### config.mk
export PLATFORM = sky130hd
export DESIGN_NAME = dscd_decoder
export DESIGN_NICKNAME = d
export VERILOG_FILES = /design/src/dscd_pkg.sv /design/src/dscd_decoder.sv
export SDC_FILE = /design/constraint.sdc
export NUM_CORES = 1
export LEC_CHECK = 0
export ABC_CLOCK_PERIOD_IN_PS = 4400
export BUFFER_PORTS_ARGS = -buffer_cell sky130_fd_sc_hd__buf_4
export CAP_MARGIN = 20
export CORE_ASPECT_RATIO = 0.5
export CORE_UTILIZATION = 35
export DETAILED_ROUTE_END_ITERATION = 12
export PLACE_DENSITY_LB_ADDON = 0.25
export SLEW_MARGIN = 30
export SYNTH_ARGS = -nofsm -noshare
export SYNTH_HDL_FRONTEND = slang
export SYNTH_SLANG_ARGS = --single-unit
### constraint.sdc
create_clock -name clk_i -period 4.4 [get_ports clk_i]
set_clock_uncertainty 0.1 [all_clocks]
set_input_delay 0.66 -clock clk_i [delete_from_list [all_inputs] [get_ports clk_i]]
set_output_delay 0.66 -clock clk_i [all_outputs]
set_load 0.01 [all_outputs]
### src/dscd_pkg.sv
// Constants and types for the drive state command decoder
`default_nettype none
package dscd_pkg;
  // Drive power states, in the order of the state chart
  typedef enum logic [2:0] {
    ST_NOT_READY, ST_SWON_DIS, ST_READY, ST_SWON,
    ST_OPEN, ST_QSTOP, ST_FREACT, ST_FAULT
  } dscd_state_t;

  localparam int          CW_W        = 16;
  localparam logic [15:0] CW_RST      = 16'h0000;
  localparam logic [15:0] CW_RSVD_MSK = 16'h0670; // Bits 4,5,6,9,10
  // Command word bit positions
  localparam int B_SWON = 0;   // Contactor control / switch on
  localparam int B_ENV  = 1;   // Enable voltage
  localparam int B_QSN  = 2;   // Quick stop, active low
  localparam int B_ENOP = 3;   // Run command
  localparam int B_FRST = 7;   // Fault reset, rising edge
  localparam int B_HALT = 8;
  localparam int B_ASG  = 11;  // First assignable bit
  localparam int ASG_N  = 5;   // Bits 11..15

  // Function selected by an assignment code
  localparam logic [1:0] ASG_NONE = 2'h0; // Bit 11 falls back to direction
  localparam logic [1:0] ASG_DIR  = 2'h1;
  localparam logic [1:0] ASG_FAST = 2'h2;
  localparam logic [1:0] ASG_FREE = 2'h3;

  // Configured stop types
  localparam logic [1:0] STP_FAST = 2'h0;
  localparam logic [1:0] STP_RAMP = 2'h1;
  localparam logic [1:0] STP_FREE = 2'h2;
  localparam logic [1:0] STP_DCI  = 2'h3;

  localparam logic FST2 = 1'b0;
  localparam logic FST6 = 1'b1;

  // Status word images, masked part
  localparam logic [15:0] STW_MASK    = 16'h006f;
  localparam logic [15:0] STW_NRDY    = 16'h0000;
  localparam logic [15:0] STW_SWDIS   = 16'h0040;
  localparam logic [15:0] STW_READY   = 16'h0021;
  localparam logic [15:0] STW_SWON    = 16'h0023;
  localparam logic [15:0] STW_OPEN    = 16'h0027;
  localparam logic [15:0] STW_QSTOP   = 16'h0007;
  localparam logic [15:0] STW_FREACT  = 16'h000f;
  localparam logic [15:0] STW_FAULT   = 16'h0008;
  localparam logic [15:0] STW_FAULTQS = 16'h0028;
  localparam int          STW_VOLT    = 4;
  localparam int          STW_DIR     = 15;
endpackage : dscd_pkg
`default_nettype wire

### src/dscd_decoder.sv
// Command word decoder and power state machine of the drive
`default_nettype none
module dscd_decoder
  import dscd_pkg::*;
(
  input  wire logic        clk_i,              // 100 MHz clock
  input  wire logic        rst_b_i,            // Async reset, active low
  input  wire logic        cmd_wr_i,           // Command word write strobe
  input  wire logic [15:0] cmd_data_i,         // Command word write data
  output logic      [15:0] cmd_word_o,         // Command word read back
  output logic      [15:0] status_o,           // Status word
  output dscd_state_t      state_o,            // Current power state
  input  wire logic        fault_det_i,        // Fault detected, level
  input  wire logic        fault_react_done_i, // Fault action finished
  input  wire logic        fault_react_pwr_i,  // Power motor during reaction
  input  wire logic        fault_react_sup_i,  // Supply needed in reaction
  input  wire logic        stop_done_i,        // Motor came to rest
  input  wire logic        line_supply_i,      // Pin: supply present
  input  wire logic        term_fast_i,        // Pin: fast stop terminal
  input  wire logic        term_free_i,        // Pin: freewheel terminal
  input  wire logic        stop_key_i,         // Pin: stop key
  input  wire logic        disop_opt_i,        // 0 freewheel, 1 ramp
  input  wire logic        fast_halt_mode_i,   // FST2 or FST6
  input  wire logic [1:0]  stop_type_i,        // Stop type for halt
  input  wire logic [1:0]  assign_code_bit11_i, // Function of bit 11
  input  wire logic [1:0]  assign_code_bit12_i, // Function of bit 12
  input  wire logic [1:0]  assign_code_bit13_i, // Function of bit 13
  input  wire logic [1:0]  assign_code_bit14_i, // Function of bit 14
  input  wire logic [1:0]  assign_code_bit15_i, // Function of bit 15
  input  wire logic        cfg_req_i,          // Config change request
  output logic             cfg_accept_o,       // Change taken
  output logic             cfg_reject_o,       // Change refused
  output logic             motor_power_o,      // Power stage on
  output logic             supply_req_o,       // Line supply required
  output logic             contactor_o,        // Line contactor closed
  output logic             halt_o,             // Halt in progress
  output logic             stop_req_o,         // Decelerate request
  output logic      [1:0]  stop_kind_o,        // Stop type in use
  output logic             reverse_o           // Reverse direction asked
);

  dscd_state_t       st_q, st_d;
  logic [CW_W-1:0]   cmd_q;
  logic [3:0]        sync1_q, sync2_q;
  logic              fault_ack, shutdown, sw, ev, qsn, enop, halt;
  logic              fast_req, free_req, dir_bit, key, ramp_pend;
  logic              qs_done_q, qs_fault_q;
  logic [1:0]        asg [ASG_N];

  // Effective function of an assignable bit
  function automatic logic [1:0] asg_eff(input logic [1:0] code, input logic first);
    asg_eff = (first && code == ASG_NONE) ? ASG_DIR : code;
  endfunction

  // Status image for a state, before the live bits
  function automatic logic [15:0] stw_of(input dscd_state_t s, input logic qsf);
    case (s)
      ST_SWON_DIS: stw_of = STW_SWDIS;
      ST_READY:    stw_of = STW_READY;
      ST_SWON:     stw_of = STW_SWON;
      ST_OPEN:     stw_of = STW_OPEN;
      ST_QSTOP:    stw_of = STW_QSTOP;
      ST_FREACT:   stw_of = STW_FREACT;
      ST_FAULT:    stw_of = qsf ? STW_FAULTQS : STW_FAULT;
      default:     stw_of = STW_NRDY;
    endcase
  endfunction

  // Pins pass two flops before anything looks at them
  always_ff @(posedge clk_i or negedge rst_b_i) begin
    if (!rst_b_i) begin
      sync1_q <= '0;
      sync2_q <= '0;
    end else begin
      sync1_q <= {stop_key_i, term_free_i, term_fast_i, line_supply_i};
      sync2_q <= sync1_q;
    end
  end

  // Command word; reserved bits never stored so they cannot steer anything
  always_ff @(posedge clk_i or negedge rst_b_i) begin
    if (!rst_b_i) begin
      cmd_q <= CW_RST;
    end else if (cmd_wr_i) begin
      cmd_q <= cmd_data_i & ~CW_RSVD_MSK;
    end
  end

  // Bit decode
  assign sw        = cmd_q[B_SWON];
  assign ev        = cmd_q[B_ENV];
  assign qsn       = cmd_q[B_QSN];
  assign enop      = cmd_q[B_ENOP];
  assign halt      = cmd_q[B_HALT];
  assign key       = sync2_q[3];
  assign shutdown  = ev && qsn && !sw;
  // Ack only on a written rising edge of bit 7, rest of word ignored
  assign fault_ack = cmd_wr_i && cmd_data_i[B_FRST] && !cmd_q[B_FRST];

  assign asg[0] = assign_code_bit11_i;
  assign asg[1] = assign_code_bit12_i;
  assign asg[2] = assign_code_bit13_i;
  assign asg[3] = assign_code_bit14_i;
  assign asg[4] = assign_code_bit15_i;

  // Assignable bits joined with the terminal requests
  always_comb begin
    fast_req = sync2_q[1];
    free_req = sync2_q[2];
    dir_bit  = 1'b0;
    for (int i = 0; i < ASG_N; i++) begin
      case (asg_eff(asg[i], i == 0))
        ASG_DIR:  dir_bit  = dir_bit | cmd_q[B_ASG+i];
        ASG_FAST: fast_req = fast_req | cmd_q[B_ASG+i];
        ASG_FREE: free_req = free_req | cmd_q[B_ASG+i];
        default:  ;
      endcase
    end
  end

  // Disable operation with ramp option holds run until rest
  assign ramp_pend = (st_q == ST_OPEN) && ev && qsn && sw && !enop && disop_opt_i;

  // Config changes only in the unpowered states
  always_comb begin
    cfg_accept_o = 1'b0;
    cfg_reject_o = 1'b0;
    if (cfg_req_i) begin
      if (st_q == ST_OPEN || st_q == ST_QSTOP || st_q == ST_FREACT)
        cfg_reject_o = 1'b1;
      else
        cfg_accept_o = 1'b1;
    end
  end

  // Next state; faults and voltage loss take priority over run commands
  always_comb begin
    st_d = st_q;
    if (st_q == ST_NOT_READY) begin
      st_d = ST_SWON_DIS;
    end else if (fault_det_i && st_q != ST_FREACT && st_q != ST_FAULT) begin
      st_d = ST_FREACT;
    end else begin
      case (st_q)
        ST_FREACT: if (fault_react_done_i) st_d = ST_FAULT;
        ST_FAULT:  if (fault_ack) st_d = ST_SWON_DIS;
        ST_SWON_DIS: if (shutdown && !free_req) st_d = ST_READY;
        ST_READY: begin
          if (free_req || !ev || !qsn) st_d = ST_SWON_DIS;
          else if (sw) st_d = ST_SWON;
        end
        ST_SWON: begin
          if (free_req || !ev || !qsn || cfg_accept_o) begin
            st_d = ST_SWON_DIS;
          end else if (!sw) begin
            st_d = ST_READY;
          end else if (enop && !fast_req) begin // Held fast stop blocks re-enable
            st_d = ST_OPEN;
          end
        end
        ST_OPEN: begin
          if (free_req || !ev) st_d = ST_SWON_DIS;
          else if (!qsn) st_d = ST_QSTOP;
          else if (!sw) st_d = ST_READY;
          else if (fast_req) st_d = ST_SWON;
          else if (!enop && (!disop_opt_i || stop_done_i)) st_d = ST_SWON;
        end
        ST_QSTOP: begin
          if (free_req || !ev || key) st_d = ST_SWON_DIS;
          else if (fast_halt_mode_i == FST2 && stop_done_i) st_d = ST_SWON_DIS;
        end
        default: st_d = ST_NOT_READY;
      endcase
    end
  end

  // State register
  always_ff @(posedge clk_i or negedge rst_b_i) begin
    if (!rst_b_i) st_q <= ST_NOT_READY;
    else          st_q <= st_d;
  end

  // Quick stop bookkeeping: motor at rest, fault seen after quick stop
  always_ff @(posedge clk_i or negedge rst_b_i) begin
    if (!rst_b_i) begin
      qs_done_q  <= 1'b0;
      qs_fault_q <= 1'b0;
    end else begin
      qs_done_q <= (st_d == ST_QSTOP) && (qs_done_q || (st_q == ST_QSTOP && stop_done_i));
      if (st_q == ST_QSTOP && st_d == ST_FREACT) qs_fault_q <= 1'b1;
      else if (st_d != ST_FREACT && st_d != ST_FAULT) qs_fault_q <= 1'b0;
    end
  end

  // Drive outputs, registered so they line up with the state
  always_ff @(posedge clk_i or negedge rst_b_i) begin
    if (!rst_b_i) begin
      motor_power_o <= 1'b0;
      supply_req_o  <= 1'b0;
      contactor_o   <= 1'b0;
      halt_o        <= 1'b0;
      stop_req_o    <= 1'b0;
      stop_kind_o   <= STP_FAST;
      reverse_o     <= 1'b0;
    end else begin
      halt_o    <= (st_d == ST_OPEN) && halt;
      reverse_o <= dir_bit;
      case (st_d)
        ST_OPEN:   motor_power_o <= !halt;
        ST_QSTOP:  motor_power_o <= !qs_done_q;
        ST_FREACT: motor_power_o <= fault_react_pwr_i;
        default:   motor_power_o <= 1'b0;
      endcase
      case (st_d)
        ST_SWON, ST_OPEN, ST_QSTOP: supply_req_o <= 1'b1;
        ST_FREACT:                  supply_req_o <= fault_react_sup_i;
        default:                    supply_req_o <= 1'b0;
      endcase
      contactor_o <= (st_d == ST_SWON) || (st_d == ST_OPEN) || (st_d == ST_QSTOP);
      if (st_d == ST_QSTOP) begin
        stop_req_o  <= 1'b1;
        stop_kind_o <= STP_FAST;
      end else if ((st_d == ST_OPEN) && halt) begin
        stop_req_o  <= 1'b1;
        stop_kind_o <= stop_type_i;
      end else begin
        stop_req_o  <= ramp_pend && (st_d == ST_OPEN);
        stop_kind_o <= STP_RAMP;
      end
    end
  end

  // Status word; voltage bit is live supply, direction echoes request
  always_ff @(posedge clk_i or negedge rst_b_i) begin
    if (!rst_b_i) begin
      status_o <= STW_NRDY;
    end else begin
      status_o           <= stw_of(st_d, qs_fault_q || (st_q == ST_QSTOP));
      status_o[STW_VOLT] <= sync2_q[0];
      status_o[STW_DIR]  <= dir_bit;
    end
  end

  assign cmd_word_o = cmd_q;
  assign state_o    = st_q;

  // Checks
  fault_react_a: assert property (@(posedge clk_i) disable iff (!rst_b_i)
    st_q == ST_FREACT && fault_react_done_i |=> st_q == ST_FAULT)
    else $error("fault reaction did not end in fault");
  fault_lock_a: assert property (@(posedge clk_i) disable iff (!rst_b_i)
    st_q == ST_FAULT && !fault_ack |=> st_q == ST_FAULT && !motor_power_o)
    else $error("fault state left or powered");
  power_state_a: assert property (@(posedge clk_i) disable iff (!rst_b_i)
    motor_power_o |-> st_q inside {ST_OPEN, ST_QSTOP, ST_FREACT})
    else $error("motor powered in wrong state");
  supply_need_a: assert property (@(posedge clk_i) disable iff (!rst_b_i)
    st_q inside {ST_SWON, ST_OPEN, ST_QSTOP} |-> supply_req_o)
    else $error("line supply not required");
  cfg_refuse_a: assert property (@(posedge clk_i) disable iff (!rst_b_i)
    cfg_req_i && st_q inside {ST_OPEN, ST_QSTOP} |-> cfg_reject_o && !cfg_accept_o)
    else $error("config change not refused");
  cfg_swon_a: assert property (@(posedge clk_i) disable iff (!rst_b_i)
    st_q == ST_SWON && cfg_req_i && !fault_det_i |=> st_q == ST_SWON_DIS)
    else $error("config change did not disable");
  fault_ack_a: assert property (@(posedge clk_i) disable iff (!rst_b_i)
    st_q == ST_FAULT && cmd_wr_i && cmd_data_i[B_FRST] && !cmd_q[B_FRST]
    |=> st_q == ST_SWON_DIS && (status_o & STW_MASK) == STW_SWDIS)
    else $error("fault acknowledge failed");
  volt_off_a: assert property (@(posedge clk_i) disable iff (!rst_b_i)
    st_q inside {ST_READY, ST_SWON, ST_OPEN, ST_QSTOP} && !ev && !fault_det_i
    |=> st_q == ST_SWON_DIS)
    else $error("voltage disable ignored");
  quick_stop_a: assert property (@(posedge clk_i) disable iff (!rst_b_i)
    st_q == ST_OPEN && ev && !qsn && !free_req && !fault_det_i |=> st_q == ST_QSTOP)
    else $error("quick stop not entered");
  halt_run_a: assert property (@(posedge clk_i) disable iff (!rst_b_i)
    halt_o |-> st_q == ST_OPEN && !motor_power_o && stop_req_o)
    else $error("halt left run or powered");
  stw_mask_a: assert property (@(posedge clk_i) disable iff (!rst_b_i)
    st_q == ST_OPEN |-> (status_o & STW_MASK) == STW_OPEN)
    else $error("status mask wrong in run");

  run_c:   cover property (@(posedge clk_i) disable iff (!rst_b_i)
    st_q == ST_SWON ##1 st_q == ST_OPEN);
  qstop_c: cover property (@(posedge clk_i) disable iff (!rst_b_i)
    st_q == ST_QSTOP ##1 st_q == ST_SWON_DIS);
  fault_c: cover property (@(posedge clk_i) disable iff (!rst_b_i)
    st_q == ST_FAULT ##1 st_q == ST_SWON_DIS);
  halt_c:  cover property (@(posedge clk_i) disable iff (!rst_b_i) halt_o);

endmodule : dscd_decoder
`default_nettype wire

==> results.ini <==
[route]
drt_iter0_markers=105
vias=1669
drc=0
drt-pass1-iter-count=4
finalWirelength_mm=4.48
post_drt_wl_per_cell_um=13.4
viasPerCell=5.01
drtAntennaViolNets=0

[cts]
htreeDepth=2
cts_resized=0
hold_buffers=0
cts.sinks=39
cts_buffers=5
clk_pin_slew_ps=80
cts_tree=yes
post_cts_buffers=0
clock-root-buffer=clkbuf_8
clk-insertion-delay-late_ps=290
clock_tree.buffer_depth=2

[sta]
period_share_pct=56.5
hold_violations=0
tns_ps=0
rsz0062_at_grt=no
setup_viol=0
max_freq_mhz=402
worstMarginPinSlew_ps=557
min_period_ps=2490
slew_violations=0
slew_headroom_pct=62.6

[yosys]
synth_cell_type_count=49
synth_seq_cells=39
synth_top_area_share_pct=49.5
netlist_top_cells_area=dfrtp_1 (50%), buf_4 (6.1%), mux2_2 (5.1%)
synth_xor_xnor_area_share_pct=0
synth_compound_area_share_pct=13.9
synthAdderAreaFrac_pct=0
synthCells=196
synth_most_common_cell=dfrtp_1
syn_avg_cell_area_um2=10.1
synth-async-reset-ratio_pct=100
synth_edf_count=0
ys_seq_area_share_pct=49.5
synth_top_family_by_area=simple AND/OR/NAND/NOR gates
synth_area_um2=1970
ys.flop_type=dfrtp_1
yosys.area_share.simple_pct=22.2
synthTopCellsByCount=dfrtp_1 (39), nand2_1 (18), buf_4 (16)
synth.area.mux_share_pct=5.71
synth_area_leader_cell=dfrtp_1
yosys_warnings=0

[outcome]
status=completed

[placement]
numPortBuffers=69
place.gp.congestion=0.803
dp.cells=326
dpl.hpwl_mm=3.32

[setup_path]
cp_max_fo=17
crit_path_start_kind=flop
timing.rr.end=motor_power_o
end_kind=flop
cp.required_ps=4500
path_class=reg -> reg
reg2regPathDepth=7
r2r_start=state_o[0]
rrSetupSlack_ps=1910
cp.arrival_ps=2580

[global_routing]
grt-ovfl-total=0
grt_first_pass_wirelength_mm=7.07
grt_pass1_vias=1480
antenna_found_initial=0
track_usage_pct=16.2
grt_max_degree=40

[power]
power.density_nw_per_um2=553
peakVddDrop_v=0.000202
p_leak_nw=1.23

[floorplanning]
start_util_pct=38.2
die_area_um2=5950
die_w_um=108
ios=88
core_um2=5160
dieHeight_um=55.1
rows=18

[finish]
areaGrowthSynthToFinish_pct=30.9
stdcell_count=333
nFillCells=482
final_net_count=306
final_layout_size_suffix_gt1_share_pct=35.0
insertedDiodeCount=0

[flow_run]
cap_viol_max_count=0

[min_path]
hp-class=in -> async

-- how the worst max path moves through the flow --
| stage | start | endpoint | slack [ps] |
|---|---|---|---|
| after detailed placement | assign_code_bit13_i[1] | stop_kind_o[0] | 1650 |
| after global routing | state_o[0] | motor_power_o | 1740 |
| final | state_o[0] | motor_power_o | 1910 |
| after global placement | assign_code_bit13_i[1] | stop_kind_o[0] | 1690 |
| after CTS | state_o[0] | motor_power_o | 1940 |
| after floorplan | assign_code_bit15_i[1] | stop_kind_o[0] | 2050 |
-- cells in the final DEF, fill, tap and decap left out, types with 2 or more instances in the layout --
cell and instances:
o21ai_0 10, nand3_1 10, nor3_1 8, inv_1 5, o22ai_1 5, and3b_1 3
mux2_2 9, a31oi_1 2, nor2b_1 5, nand2_1 18, buf_4 69, nand4_1 2
a21oi_1 10, and3_1 3, nor3b_1 2, clkbuf_8 5, or3_1 2, conb_1 13
nor2_1 12, dfrtp_1 39, or2_1 2
-- final cells by class --
class                           count  area, um^2  area share (%)
Timing Repair Buffer               69         518            20.1
Multi-Input combinational cell    142         873            33.9
Tap cell                           70        87.6            3.39
Clock buffer                        6        72.6            2.81
Sequential cell                    39         976            37.8
Clock inverter                      1        30.0            1.16
Inverter                            6        22.5           0.873
-- registers in the layout, summed over array words and instances (netlist names) --
signal and count:
stop_req_o 1, motor_power_o 1, halt_o 1, stop_kind_o 2
state_o 3, contactor_o 1, cmd_word_o 11, supply_req_o 1
qs_fault_q 1, sync2_q 4, status_o 8, sync1_q 4
qs_done_q 1
-- worst max-delay path, stage by stage, from the launching register on --
cell	delay [ps]
dfrtp_1	660
or3b_1	260
nor3_1	70
or3_1	360
a31o_1	290
o21ai_4	250
nand3_2	170
o32ai_2	230
-- stage by stage --
step	utilization (%)	setup slack, ps	power, mW	hold WS (ps)	area (um^2)
after floorplan	-	2050	0.932	231	2020
after global placement	48.0	1690	1.14	233	2480
after detailed placement	48.0	1650	1.15	235	2480
after CTS	50.0	1940	1.43	248	2580
after global routing	50.0	1740	1.53	257	2580
final	50.0	1910	1.43	222	2580
-- power by group --
part / switching (mW) / internal, mW / total, mW
Sequential: 0.0856 / 0.443 / 0.529
Combinational: 0.329 / 0.283 / 0.612
Clock: 0.120 / 0.166 / 0.286
Total: 0.535 / 0.892 / 1.43
-- layer usage --
metal / global-route usage [%] / vias to the layer above / routed length [um]
met5: 0 / - / 0
met1: 20.9 / 790 / 2040
met3: 4.80 / 6 / 320
li1: - / 805 / -
met4: 7.53 / 0 / 59
met2: 25.6 / 68 / 2060
-- kinds of logic after synthesis --
logic type / Yosys count
AO/OA/AOI/OAI: 40
AND/OR/NAND/NOR: 79
flip-flops: 39
buffers and inverters: 27
other: 1
multiplexers: 10
(Power assumes the default switching activity.)
